$ cat src/ccu_map.vh
// Register offsets, bit positions and reset values of the slow-clock calibration unit
`ifndef CCU_MAP_VH
`define CCU_MAP_VH

`define CCU_ADDR_CONTROL      3'h0
`define CCU_ADDR_RELOAD_LO    3'h1
`define CCU_ADDR_RELOAD_HI    3'h2
`define CCU_ADDR_RESULT_LO    3'h3
`define CCU_ADDR_RESULT_MID   3'h4
`define CCU_ADDR_RESULT_HI    3'h5
`define CCU_ADDR_RESULT_PAD   3'h6

`define CCU_BIT_IRQ_EN        0
`define CCU_BIT_DONE          1
`define CCU_BIT_CLK_SEL       2
`define CCU_BIT_START         4

`define CCU_RELOAD_RESET      16'h8000
`define CCU_RESULT_RESET      24'h000000
`define CCU_SWITCH_MIN_EDGES  2'h3

`endif

$ cat src/ccu_edge_sync.v
// Two-flop synchroniser for a foreign clock pin with a rising-edge tick output
`timescale 1ns/1ps
module ccu_edge_sync (
    input  wire clock_i,
    input  wire srst_i,
    input  wire pin_i,
    output reg  tick_o
);
    reg meta_reg;
    reg sync_reg;
    reg last_reg;

    // Only sync_reg reads meta_reg; the edge detector looks at later stages
    always @(posedge clock_i) begin
        if (srst_i) begin
            meta_reg <= 1'b0;
            sync_reg <= 1'b0;
            last_reg <= 1'b0;
            tick_o   <= 1'b0;
        end else begin
            meta_reg <= pin_i;
            sync_reg <= meta_reg;
            last_reg <= sync_reg;
            tick_o   <= sync_reg & ~last_reg;
        end
    end
endmodule

$ cat src/ccu_slow_select.v
// Slow clock source selector that switches after the old clock has given three edges, or at once if it has given none
`timescale 1ns/1ps
`include "ccu_map.vh"
module ccu_slow_select (
    input  wire clock_i,
    input  wire srst_i,
    input  wire sel_req_i,
    input  wire crystal_tick_i,
    input  wire rc_tick_i,
    output reg  slow_tick_o,
    output reg  sel_active_o
);
    reg [1:0] edges_reg;
    reg       seen_reg;
    wire      cur_tick;

    assign cur_tick = sel_active_o ? rc_tick_i : crystal_tick_i;

    always @(posedge clock_i) begin
        if (srst_i) begin
            edges_reg    <= 2'h0;
            seen_reg     <= 1'b0;
            sel_active_o <= 1'b0;
            slow_tick_o  <= 1'b0;
        end else begin
            slow_tick_o <= cur_tick;
            if (sel_req_i != sel_active_o &&
                (!seen_reg || edges_reg == `CCU_SWITCH_MIN_EDGES)) begin
                sel_active_o <= sel_req_i;
                edges_reg    <= 2'h0;
                seen_reg     <= 1'b0;
            end else if (cur_tick) begin
                seen_reg <= 1'b1;
                if (edges_reg != `CCU_SWITCH_MIN_EDGES) begin
                    edges_reg <= edges_reg + 2'h1;
                end
            end
        end
    end
endmodule

$ cat src/ccu_top.v
// Slow-clock calibration unit: byte registers, duration timer and calibration timer
`timescale 1ns/1ps
`include "ccu_map.vh"
module ccu_top #(
    parameter DUR_W = 16,
    parameter CAL_W = 24
) (
    input  wire       clock_i,
    input  wire       srst_i,
    input  wire [2:0] addr_i,
    input  wire [7:0] wdata_i,
    input  wire       wr_i,
    input  wire       rd_i,
    input  wire       rmw_i,
    input  wire       slow_crystal_clock_i,
    input  wire       rc_oscillator_clock_i,
    input  wire       main_oscillator_clock_i,
    output reg  [7:0] rdata_o,
    output reg        irq_o,
    output reg        measure_start_o,
    output reg        slow_clock_active_o
);
    localparam ST_IDLE = 2'h0;
    localparam ST_ARM  = 2'h1;
    localparam ST_RUN  = 2'h2;
    // Unit steps sized to the counters so no arithmetic widens
    localparam [DUR_W-1:0] DUR_ONE = {{(DUR_W-1){1'b0}}, 1'b1};
    localparam [CAL_W-1:0] CAL_ONE = {{(CAL_W-1){1'b0}}, 1'b1};

    // Sequencer and timers
    reg  [1:0]       state_reg;
    reg  [1:0]       state_next;
    reg              done_reg;
    reg              irq_en_reg;
    reg              clk_sel_reg;
    reg  [DUR_W-1:0] reload_reg;
    reg  [DUR_W-1:0] dur_cnt_reg;
    reg  [DUR_W-1:0] dur_cnt_next;
    reg  [CAL_W-1:0] cal_cnt_reg;
    reg  [CAL_W-1:0] cal_cnt_next;
    reg  [CAL_W-1:0] result_reg;
    // Software-visible read path
    reg  [7:0]       rdata_next;

    // Pin edges as one-cycle ticks, and decoded strobes
    wire crystal_tick;
    wire rc_tick;
    wire main_tick;
    wire slow_tick;
    wire sel_active;
    wire wr_ctrl;
    wire sw_start;
    wire sw_stop;
    wire clr_done;
    wire wr_reload_lo;
    wire wr_reload_hi;
    wire running;
    wire run_slow;
    wire run_main;
    wire arm_go;
    wire complete;
    wire [7:0] result_lo;
    wire [7:0] result_mid;
    wire [7:0] result_hi;

    ccu_edge_sync u_sync_crystal (
        .clock_i (clock_i),
        .srst_i  (srst_i),
        .pin_i   (slow_crystal_clock_i),
        .tick_o  (crystal_tick)
    );

    ccu_edge_sync u_sync_rc (
        .clock_i (clock_i),
        .srst_i  (srst_i),
        .pin_i   (rc_oscillator_clock_i),
        .tick_o  (rc_tick)
    );

    // The main oscillator must stay well below half this clock for an exact count
    ccu_edge_sync u_sync_main (
        .clock_i (clock_i),
        .srst_i  (srst_i),
        .pin_i   (main_oscillator_clock_i),
        .tick_o  (main_tick)
    );

    ccu_slow_select u_select (
        .clock_i        (clock_i),
        .srst_i         (srst_i),
        .sel_req_i      (clk_sel_reg),
        .crystal_tick_i (crystal_tick),
        .rc_tick_i      (rc_tick),
        .slow_tick_o    (slow_tick),
        .sel_active_o   (sel_active)
    );

    assign wr_ctrl      = wr_i && (addr_i == `CCU_ADDR_CONTROL);
    assign sw_start     = wr_ctrl && wdata_i[`CCU_BIT_START];
    assign sw_stop      = wr_ctrl && !wdata_i[`CCU_BIT_START];
    assign clr_done     = wr_ctrl && !wdata_i[`CCU_BIT_DONE];
    assign wr_reload_lo = wr_i && (addr_i == `CCU_ADDR_RELOAD_LO);
    assign wr_reload_hi = wr_i && (addr_i == `CCU_ADDR_RELOAD_HI);
    assign running      = (state_reg != ST_IDLE);

    // Timers move only in RUN, so edges seen while armed are not counted
    assign run_slow = (state_reg == ST_RUN) && slow_tick;
    assign run_main = (state_reg == ST_RUN) && main_tick;
    assign arm_go   = (state_reg == ST_ARM) && slow_tick && !sw_stop;
    assign complete = run_slow && (dur_cnt_reg == DUR_ONE);

    // Result byte lanes
    assign result_lo  = result_reg[7:0];
    assign result_mid = result_reg[15:8];
    assign result_hi  = result_reg[23:16];

    // Measurement sequencer; the timers start on a slow edge so the
    // interval spans whole slow periods
    always @* begin
        state_next = state_reg;
        case (state_reg)
            ST_IDLE: begin
                if (sw_start) begin
                    state_next = ST_ARM;
                end
            end
            ST_ARM: begin
                if (sw_stop) begin
                    state_next = ST_IDLE;
                end else if (slow_tick) begin
                    state_next = ST_RUN;
                end
            end
            ST_RUN: begin
                // Completion is tested first so a coinciding abort loses
                if (complete) begin
                    state_next = ST_IDLE;
                end else if (sw_stop) begin
                    state_next = ST_IDLE;
                end
            end
            default: begin
                state_next = ST_IDLE;
            end
        endcase
    end

    // Duration timer; reload zero wraps to all ones first: 65536 ticks
    always @* begin
        dur_cnt_next = dur_cnt_reg;
        if (arm_go) begin
            dur_cnt_next = reload_reg;
        end else if (run_slow) begin
            dur_cnt_next = dur_cnt_reg - DUR_ONE;
        end
    end

    // Calibration timer, restarted from zero at every start
    always @* begin
        cal_cnt_next = cal_cnt_reg;
        if (arm_go) begin
            cal_cnt_next = {CAL_W{1'b0}};
        end else if (run_main) begin
            cal_cnt_next = cal_cnt_reg + CAL_ONE;
        end
    end

    // Sequencer and timer registers
    always @(posedge clock_i) begin
        if (srst_i) begin
            state_reg   <= ST_IDLE;
            dur_cnt_reg <= {DUR_W{1'b0}};
            cal_cnt_reg <= {CAL_W{1'b0}};
        end else begin
            state_reg   <= state_next;
            dur_cnt_reg <= dur_cnt_next;
            cal_cnt_reg <= cal_cnt_next;
        end
    end

    // Only completion writes the result; a main edge on the final slow edge counts
    always @(posedge clock_i) begin
        if (srst_i) begin
            result_reg <= `CCU_RESULT_RESET;
        end else if (complete) begin
            result_reg <= cal_cnt_next;
        end
    end

    // Done flag: only software clears it, and a set beats a simultaneous clear
    always @(posedge clock_i) begin
        if (srst_i) begin
            done_reg <= 1'b0;
        end else if (complete) begin
            done_reg <= 1'b1;
        end else if (clr_done) begin
            done_reg <= 1'b0;
        end
    end

    // Control bits written by software
    always @(posedge clock_i) begin
        if (srst_i) begin
            irq_en_reg  <= 1'b0;
            clk_sel_reg <= 1'b0;
        end else if (wr_ctrl) begin
            irq_en_reg  <= wdata_i[`CCU_BIT_IRQ_EN];
            clk_sel_reg <= wdata_i[`CCU_BIT_CLK_SEL];
        end
    end

    // Reload bytes; loaded on leaving ARM, so a write in RUN only affects the next start
    always @(posedge clock_i) begin
        if (srst_i) begin
            reload_reg <= `CCU_RELOAD_RESET;
        end else begin
            if (wr_reload_lo) begin
                reload_reg[7:0] <= wdata_i;
            end
            if (wr_reload_hi) begin
                reload_reg[15:8] <= wdata_i;
            end
        end
    end

    // Read multiplexer; unmapped bytes and undefined control bits read zero
    always @* begin
        rdata_next = 8'h00;
        if (rd_i) begin
            case (addr_i)
                `CCU_ADDR_CONTROL: begin
                    rdata_next[`CCU_BIT_IRQ_EN]  = irq_en_reg;
                    rdata_next[`CCU_BIT_DONE]    = done_reg | rmw_i;
                    rdata_next[`CCU_BIT_CLK_SEL] = clk_sel_reg;
                    rdata_next[`CCU_BIT_START]   = running;
                end
                `CCU_ADDR_RELOAD_LO: begin
                    rdata_next = reload_reg[7:0];
                end
                `CCU_ADDR_RELOAD_HI: begin
                    rdata_next = reload_reg[15:8];
                end
                `CCU_ADDR_RESULT_LO: begin
                    rdata_next = result_lo;
                end
                `CCU_ADDR_RESULT_MID: begin
                    rdata_next = result_mid;
                end
                `CCU_ADDR_RESULT_HI: begin
                    rdata_next = result_hi;
                end
                `CCU_ADDR_RESULT_PAD: begin
                    rdata_next = 8'h00;
                end
                default: begin
                    rdata_next = 8'h00;
                end
            endcase
        end
    end

    // Outputs come straight from flip-flops; irq trails the flag by one cycle
    always @(posedge clock_i) begin
        if (srst_i) begin
            rdata_o             <= 8'h00;
            irq_o               <= 1'b0;
            measure_start_o     <= 1'b0;
            slow_clock_active_o <= 1'b0;
        end else begin
            rdata_o             <= rdata_next;
            irq_o               <= done_reg & irq_en_reg;
            measure_start_o     <= running;
            slow_clock_active_o <= sel_active;
        end
    end
endmodule

$ cat config.mk
export PLATFORM = sky130hd
export DESIGN_NAME = ccu_top
export DESIGN_NICKNAME = d
export VERILOG_FILES = /design/src/ccu_edge_sync.v /design/src/ccu_slow_select.v /design/src/ccu_top.v
export VERILOG_INCLUDE_DIRS = /design/src
export SDC_FILE = /design/constraint.sdc
export NUM_CORES = 1
export LEC_CHECK = 0
export ABC_CLOCK_PERIOD_IN_PS = 3700
export BUFFER_PORTS_ARGS = -buffer_cell sky130_fd_sc_hd__buf_2
export CORE_MARGIN = 5
export CORE_UTILIZATION = 55
export DETAILED_ROUTE_END_ITERATION = 8
export HOLD_SLACK_MARGIN = 0.1
export PLACE_DENSITY = 0.85
export SKIP_LAST_GASP = 1
export SYNTH_ARGS = -nofsm -noshare
export SYNTH_HDL_FRONTEND = slang
export SYNTH_SLANG_ARGS = --single-unit
$ cat constraint.sdc
create_clock -name clock_i -period 3.7 [get_ports clock_i]
set_clock_uncertainty 0.05 [all_clocks]
set_input_delay 0.37 -clock clock_i [delete_from_list [all_inputs] [get_ports clock_i]]
set_output_delay 0.37 -clock clock_i [all_outputs]
set_load 0.02 [all_outputs]
==> results.json, run 1 <==
{
  "synth_cell_types": 56,
  "required_ps": 4080,
  "dp_hpwl_um": 8310,
  "ys_warn_count": 0,
  "fin_tns_setup_ps": 0,
  "fin_hold_ws_ps": 120,
  "portBuffers": 29,
  "grt_use_total_pct": 23.6,
  "fin_ws_ps": 1060,
  "cts_tree": "yes",
  "status": "finished, final reports clean",
  "async_flop_share_pct": 0,
  "syn_inst": 543,
  "grt_pass1_wl_um": 20800,
  "max_freq_mhz": 379,
  "pin_count": 30,
  "ys_top_cells_by_count": "113 x dfxtp_1, 62 x nand2_1, 62 x nor2_1",
  "dp.cells": 650,
  "slew_viol_final": 0,
  "diodes": 0,
  "min_path_type": "in -> reg",
  "vdd_ir_drop_max_uv": 302,
  "antenna_found_initial": 1,
  "synth.cell_area_mm2": 0.00482,
  "drc": 0,
  "vias_per_cell": 6.15,
  "clockRootBuffer": "clkbuf_8",
  "synth_seq_area_share_pct": 46.9,
  "drtIter0Drc": 335,
  "power.total_mw": 2.94,
  "place_area_mm2": 0.00497,
  "powerDensity_mw_per_mm2": 520,
  "final_nets": 594,
  "die_w_um": 104,
  "overflow": 0,
  "synth_top_area_share_pct": 46.9,
  "grt_max_degree": 42,
  "worst-setup-path-type": "reg -> reg",
  "area_growth_pct": 17.4,
  "synth_edf_count": 0,
  "synth.avg_cell_area_um2": 8.88,
  "cts_resized": 0,
  "leakage_nw": 2.12,
  "core_area_mm2": 0.00864,
  "stdcell_area_mm2": 0.00566,
  "max_cap_violations": 0,
  "insertion_delay_ps": 510,
  "tightest_slew_ps": 819,
  "slew_headroom_pct": 45.0,
  "clockBufferDepth": 2,
  "clk_pin_slew_ps": 60,
  "layout.cells.non_filler": 691,
  "synth_fp_nets": 566,
  "wl_um": 12400,
  "cp-end-kind": "register",
  "post-place-ws_ps": 1130,
  "die_area_mm2": 0.0107,
  "first_pass_iters": 7,
  "synth.most_common_cell": "dfxtp_1",
  "crit_fanout": 23,
  "fin_crit_sh_pct": 71.2,
  "final_core_util_pct": 65.5,
  "rows": 34,
  "start_util_pct": 55.8,
  "via_count": 4253,
  "critPathLaunchType": "register",
  "grt_pass1_vias": 4185,
  "hold_viol_final": 0,
  "gp_congestion": 0.928,
  "synthTopCellsByArea": "dfxtp_1 47%, nand2_1 4.8%, nor2_1 4.8%",
  "drive_gt1_share_pct": 14.2,
  "ys_ff_latch": 113,
  "arrival_ps": 3020,
  "rsz0062_at_grt": "false",
  "htree_num_levels": 4,
  "min_period_ps": 2640,
  "die_y_um": 104,
  "setup_viol": 0,
  "yosys.area.top_type": "dfxtp_1",
  "ys.flop_type": "dfxtp_1",
  "drtAntennaViolNets": 0,
  "wl_per_cell_um": 17.9,
  "tritoncts.num_buffers": 17,
  "cts_sinks": 113
}
## worst max-delay path, cell delays in order, from the launching register on
cell and delay (ps):
dfxtp_1 360, or4_4 600, nor4_4 200, nand3_1 630, or3_1 550, a21oi_1 170
## layout by cell type, fill, tap and decap left out, types with 6 or more instances in the layout
cell type	Yosys	final
a211oi_1	12	11
a21oi_1	36	36
a22oi_1	8	8
and2_1	6	6
and3_1	7	7
buf_2	4	29
clkbuf_16	0	16
dfxtp_1	113	113
dlygate4sd3_1	0	10
inv_1	7	7
mux2_2	7	7
mux2i_1	10	10
nand2_1	62	62
nand3_1	30	30
nand4_1	10	10
nor2_1	62	62
nor2b_1	18	18
nor3_1	13	13
o21ai_0	11	11
xnor2_1	6	6
xor2_1	20	20
## power breakdown
part	internal (mW)	switching, mW	total, mW
sequential	1.23	0.00939	1.24
clock	1.07	0.540	1.61
combinational	0.0355	0.0589	0.0944
total	2.33	0.609	2.94
## per-layer routing
metal / up-vias / GRT usage, % / part of all wire [%]
li1: 1983 / - / -
met1: 2031 / 27.9 / 39
met2: 185 / 39.8 / 50
met3: 52 / 5.41 / 6.7
met4: 2 / 12.3 / 3.9
met5: - / 0 / 0.065
## final timing paths
kind,startpoint,end,slack [ps],depth (start not counted)
hold reg to reg,u_sync_main.last_reg,u_sync_main.tick_o,340,1
setup reg to reg,dur_cnt_reg[7],result_reg[0],1060,5
hold / removal,wdata_i[4],reload_reg[12],120,3
setup / recovery,dur_cnt_reg[7],result_reg[0],1060,5
## area by class of cell
type | count | area (um2)
Multi-Input combinational cell | 391 | 2380
Fill cell | 651 | 2980
Sequential cell | 113 | 2260
Clock inverter | 10 | 134
Clock buffer | 21 | 459
Tap cell | 108 | 135
Inverter | 7 | 26.3
Timing Repair Buffer | 41 | 260
## cells by family after synthesis
logic type	Yosys count	share of synthesized area [%]
compound gates	102	13.9
xor+xnor	26	4.72
fa+ha+maj	4	1.04
buf+inv	39	3.79
flops	113	46.9
mux	17	3.71
simple gates	242	26.0
## repair_timing
action / 4_1_cts / 5_1_grt
hold buffers: 10 / 0
setup buffers: 0 / 0
hold endpoints to repair: 17 / 0
setup endpoints to repair: 0 / 0
(Power assumes the default switching activity.)
==> inputs of run 2 (changes only) <==
--- a/config.mk
+++ b/config.mk
@@ -6,7 +6,8 @@
 export SDC_FILE = /design/constraint.sdc
 export NUM_CORES = 1
 export LEC_CHECK = 0
-export ABC_CLOCK_PERIOD_IN_PS = 3700
+export ABC_AREA = 1
+export ABC_CLOCK_PERIOD_IN_PS = 2600
 export BUFFER_PORTS_ARGS = -buffer_cell sky130_fd_sc_hd__buf_2
 export CORE_MARGIN = 5
 export CORE_UTILIZATION = 55
==> constraint.sdc (replaced) <==
create_clock -name clock_i -period 2.6 [get_ports clock_i]
set_clock_uncertainty 0.05 [all_clocks]
set_input_delay 0.26 -clock clock_i [delete_from_list [all_inputs] [get_ports clock_i]]
set_output_delay 0.26 -clock clock_i [all_outputs]
set_load 0.02 [all_outputs]
==> results.json, run 2 <==
{
  "setup_viol": 0,
  "rows": 35,
  "first_pass_iters": 6,
  "cts_tree": "yes",
  "arrival_ps": 2330,
  "synth_cell_types": 39,
  "yosys.area.top_type": "dfxtp_1",
  "gp_congestion": 0.937,
  "mostFrequentLayoutCells": "188 x nand2_1, 118 x nor2_1, 113 x dfxtp_1",
  "grt_max_degree": 53,
  "ff2ff_path_depth": 8,
  "htree_num_levels": 4,
  "clockBufferDepth": 2,
  "final_nets": 826,
  "synth_edf_count": 0,
  "max_cap_violations": 0,
  "pin_count": 30,
  "portBuffers": 29,
  "syn_inst": 759,
  "hold_path_depth": 5,
  "fillers": 795,
  "synth.most_common_cell": "nand2_1",
  "drtIter0Drc": 447,
  "hold_end": "state_reg[0]",
  "required_ps": 3000,
  "cp-end-kind": "register",
  "drc": 0,
  "critical_path.startpoint": "cal_cnt_reg[0]",
  "min_period_ps": 1930,
  "cts_sinks": 113,
  "r2r_end": "result_reg[14]",
  "max_freq_mhz": 519,
  "insertion_delay_ps": 520,
  "fin_hold_ws_ps": 177,
  "synth_seq_area_share_pct": 43.1,
  "final_core_util_pct": 66.8,
  "powerDensity_mw_per_mm2": 690,
  "min_path_type": "in -> reg",
  "synth.cell_area_mm2": 0.00525,
  "wl_per_cell_um": 14.6,
  "die_w_um": 108,
  "layout.cells.non_filler": 945,
  "synthTopCellsByArea": "dfxtp_1 43%, nand2_1 13%, nor2_1 8.4%",
  "die_area_mm2": 0.0116,
  "power.total_mw": 4.28,
  "ys.flop_type": "dfxtp_1",
  "grt_use_total_pct": 24.6,
  "crit_buf_inv": 0,
  "start_util_pct": 56.5,
  "ys_top_cells_by_count": "188 x nand2_1, 118 x nor2_1, 113 x dfxtp_1",
  "via_count": 5163,
  "crit_fanout": 6,
  "vias_per_cell": 5.46,
  "ys_ff_latch": 113,
  "rsz0062_at_grt": "false",
  "slew_headroom_pct": 59.8,
  "max_stage_delay_ps": 400,
  "dp.cells": 902,
  "tightest_slew_ps": 599,
  "critPathLaunchType": "register",
  "diodes": 0,
  "status": "finished, final reports clean",
  "crit_family": "simple AND/OR/NAND/NOR gates",
  "tritoncts.num_buffers": 17,
  "postCtsSetupBuffers": 0,
  "overflow": 0,
  "slew_viol_final": 0,
  "vdd_ir_drop_max_uv": 522,
  "synth_fp_nets": 782,
  "clk_pin_slew_ps": 60,
  "die_y_um": 108,
  "ys_warn_count": 0,
  "crit_chain": "ha_1 -> nand3_1 -> nor2_1 -> nand2_1 -> nor2_1 -> or2_2 -> nand3_1 -> a21oi_2",
  "leakage_nw": 2.76,
  "wl_um": 13800,
  "core_area_mm2": 0.00928,
  "drtAntennaViolNets": 0,
  "fin_crit_sh_pct": 74.1,
  "grt_pass1_vias": 4911,
  "hp-start": "wr_i",
  "antenna_found_initial": 0,
  "cp_slowest_cell": "nor2_1",
  "grt_pass1_wl_um": 22600,
  "clockRootBuffer": "clkbuf_8",
  "r2r_setup_slack_ps": 670,
  "area_growth_pct": 18.2,
  "synth.avg_cell_area_um2": 6.91,
  "async_flop_share_pct": 0,
  "final_common_cell": "nand2_1",
  "synth_top_area_share_pct": 43.1,
  "fin_tns_setup_ps": 0,
  "worst-setup-path-type": "reg -> reg",
  "hold_viol_final": 0,
  "drive_gt1_share_pct": 12.7,
  "dp_hpwl_um": 9410,
  "r2r_start": "cal_cnt_reg[0]"
}
run 2: cell types whose count changed in the layout (fill, tap and decap cells not counted), moves of 10 or more:
cell / delta
a21oi_2: +18
inv_1: +92
mux2i_1: -10
nand2_1: +126
nand3_1: +38
nor2_1: +56
nor2b_1: -18
o21ai_0: +15
o22ai_1: +12
xor2_1: -17
run 2: power by group:
part,leakage [nW],switching [mW],internal [mW]
clock,0.297,0.900,1.49
combinational,1.55,0.0866,0.0423
sequential,0.913,0.0129,1.75
total,2.76,1.00,3.28
run 2: worst max-delay path by stage:
stage | end | slack (ps) | depth (start not counted)
after floorplan | result_reg[10] | 1090 | 8
final | result_reg[14] | 670 | 8
after CTS | result_reg[5] | 690 | 7
after global routing | result_reg[18] | 450 | 9
after global placement | dur_cnt_reg[6] | 650 | 13
after detailed placement | dur_cnt_reg[6] | 530 | 13
run 2: worst min-delay path, stage by stage:
cell and delay (ps):
buf_2 100, inv_1 130, nor2_2 80, nand3_1 70
a21oi_1 60
run 2: cell type report:
cell class / count / area, um2 / area share, %
clock buffers: 17 / 414 / 6.68
clock inverters: 15 / 196 / 3.17
inverters: 106 / 402 / 6.47
multi-input cells: 519 / 2470 / 39.8
flip-flops and latches: 113 / 2260 / 36.5
well taps: 129 / 161 / 2.60
repair buffers: 46 / 300 / 4.84
run 2: per-layer routing:
metal	vias up	global-route usage, %	wire, um
met1	2359	29.6	5620
met4	0	10.3	379
met2	255	41.7	6650
met5	-	0	0
li1	2509	-	-
met3	40	6.42	1110
run 2: kinds of logic after synthesis:
kind of cell / Yosys count / share of synthesized area, %
and+or+nand+nor: 401 / 32.2
buffers and inverters: 127 / 9.85
DFF: 113 / 43.1
AOI/OAI and AO/OA: 109 / 13.0
xor gates and xnor gates: 5 / 0.835
adders and majority gates: 4 / 0.954
run 2: stage by stage:
step	worst slack [ps]	instance area (um2)
finish	674	6200
global route	446	6200
CTS	691	6200
detailed placement	535	5480
global placement	645	5480
floorplan	1090	5250
run 2: repair_timing:
item	in CTS	in global routing
endpoints found under the hold margin	23	0
endpoints found under the setup margin	0	0
gates resized for setup	0	0
hold buffers	11	0
==> inputs of run 3 (changes only) <==
--- a/config.mk
+++ b/config.mk
@@ -7,7 +7,7 @@
 export NUM_CORES = 1
 export LEC_CHECK = 0
 export ABC_AREA = 1
-export ABC_CLOCK_PERIOD_IN_PS = 2600
+export ABC_CLOCK_PERIOD_IN_PS = 1990
 export BUFFER_PORTS_ARGS = -buffer_cell sky130_fd_sc_hd__buf_2
 export CORE_MARGIN = 5
 export CORE_UTILIZATION = 55
==> constraint.sdc (replaced) <==
create_clock -name clock_i -period 1.99 [get_ports clock_i]
set_clock_uncertainty 0.05 [all_clocks]
set_input_delay 0.199 -clock clock_i [delete_from_list [all_inputs] [get_ports clock_i]]
set_output_delay 0.199 -clock clock_i [all_outputs]
set_load 0.02 [all_outputs]
==> results.json, run 3 (synthesis gave the netlist of run 2 again) <==
{
  "seq_power_share_pct": 39.6,
  "cts_tree": "yes",
  "drive_gt1_share_pct": 13.3,
  "min_period_ps": 1870,
  "rows": 35,
  "portBuffers": 29,
  "diodes": 0,
  "rsz0062_at_grt": "false",
  "drtAntennaViolNets": 0,
  "hold_viol_final": 0,
  "grt_pass1_wl_um": 23500,
  "mostFrequentLayoutCells": "188 x nand2_1, 116 x nor2_1, 113 x dfxtp_1",
  "min_path_type": "in -> reg",
  "setup_viol": 0,
  "leakage_nw": 2.81,
  "dr_wl_met3_um": 976,
  "arrival_ps": 2270,
  "cp-end-kind": "register",
  "p_sw_mw": 1.19,
  "drtIter0Drc": 404,
  "pin_count": 30,
  "core_area_mm2": 0.00928,
  "antenna_found_initial": 0,
  "switching_share_pct": 20.4,
  "htree_num_levels": 4,
  "crit_fanout": 6,
  "required_ps": 2400,
  "routedLengthMet1_um": 5710,
  "combPwrFrac_pct": 2.9,
  "max_freq_mhz": 536,
  "gp_congestion": 0.987,
  "area_growth_pct": 20.1,
  "vdd_ir_drop_max_uv": 469,
  "tritoncts.num_buffers": 17,
  "grt_use_total_pct": 25.7,
  "overflow": 0,
  "clockRootBuffer": "clkbuf_8",
  "wl_um": 14000,
  "die_y_um": 108,
  "status": "finished, final reports clean",
  "start_util_pct": 56.5,
  "fin_tns_setup_ps": 0,
  "intPower_mw": 4.64,
  "fillers": 756,
  "final_core_util_pct": 67.9,
  "pwr-share-clk_pct": 57.5,
  "fin_crit_sh_pct": 93.8,
  "final_common_cell": "nand2_1",
  "wl_per_cell_um": 14.8,
  "insertion_delay_ps": 530,
  "worst-setup-path-type": "reg -> reg",
  "cts_sinks": 113,
  "hold_path_depth": 5,
  "drc": 0,
  "max_cap_violations": 0,
  "grt_max_degree": 53,
  "clk_pin_slew_ps": 60,
  "highest_layer": "met4",
  "ff2ff_path_depth": 8,
  "final_nets": 831,
  "slew_viol_final": 0,
  "die_w_um": 108,
  "grt_pass1_vias": 4952,
  "via_count": 5163,
  "wl_met2_um": 6850,
  "dp_hpwl_um": 9250,
  "slew_headroom_pct": 61.0,
  "clockBufferDepth": 2,
  "critPathLaunchType": "register",
  "powerDensity_mw_per_mm2": 924,
  "vias_per_cell": 5.43,
  "first_pass_iters": 7,
  "tightest_slew_ps": 585,
  "die_area_mm2": 0.0116
}
==> run 3: changes by cell type in the layout (fill, tap and decap cells not counted), sizes merged <==
cell    change
bufinv      +2
inv         -7
buf         +5
clkbuf      +6
clkinv      -1
==> run 3: cell type report <==
| class | instances | area, um2 | share of cell area [%] |
|---|---|---|---|
| Clock buffer | 23 | 477 | 7.57 |
| Sequential cell | 113 | 2260 | 35.9 |
| Tap cell | 129 | 161 | 2.56 |
| Multi-Input combinational cell | 519 | 2470 | 39.2 |
| Inverter | 106 | 402 | 6.37 |
| Clock inverter | 9 | 176 | 2.80 |
| Timing Repair Buffer | 51 | 350 | 5.56 |
==> run 3: what timing repair did <==
action                                  4_1_cts  5_1_grt
buffers inserted                              0        0
resized for setup                             0        2
hold buffers                                 11        0
endpoints found under the setup margin        0        7
hold endpoints to repair                     23        0
==> run 3: worst paths after layout <==
check,slack [ps],endpoint,startpoint
worst min register to register,340,u_sync_rc.tick_o,u_sync_rc.last_reg
worst max-delay path,120,result_reg[14],cal_cnt_reg[0]
worst max register to register,120,result_reg[14],cal_cnt_reg[0]
worst min-delay path,140,state_reg[0],wr_i
==> run 3: metal layers <==
metal	GRT usage, %	up-vias
met5	0	-
met4	11.2	0
met2	42.9	238
met1	31.8	2363
li1	-	2519
met3	5.52	43
==> run 3: power groups by stage <==
stage | sequential [mW] | clock [mW] | combinational (mW)
floorplan | 2.35 | 0 | 0.0857
global placement | 2.35 | 0 | 0.143
detailed placement | 2.35 | 0 | 0.146
CTS | 2.31 | 3.36 | 0.165
global route | 2.31 | 3.48 | 0.184
finish | 2.31 | 3.35 | 0.168
==> run 3: critical path, stage by stage, from the launching register on <==
cell,delay [ps]
dfxtp_1,370
ha_1,210
nand3_1,100
nor2_1,240
nand2_1,160
nor2_2,250
or2_2,160
nand3_1,110
a21oi_2,160
==> run 3: through the flow <==
stage	worst slack [ps]	instance area (um2)	hold WS, ps	instances	power [mW]
3_3_place_gp	236	5530	326	907	2.50
2_1_floorplan	483	5250	256	759	2.44
6_report	124	6300	139	950	5.82
4_1_cts	85.6	6300	126	950	5.83
3_5_place_dp	149	5530	331	907	2.50
5_1_grt	4.16	6300	180	950	5.97
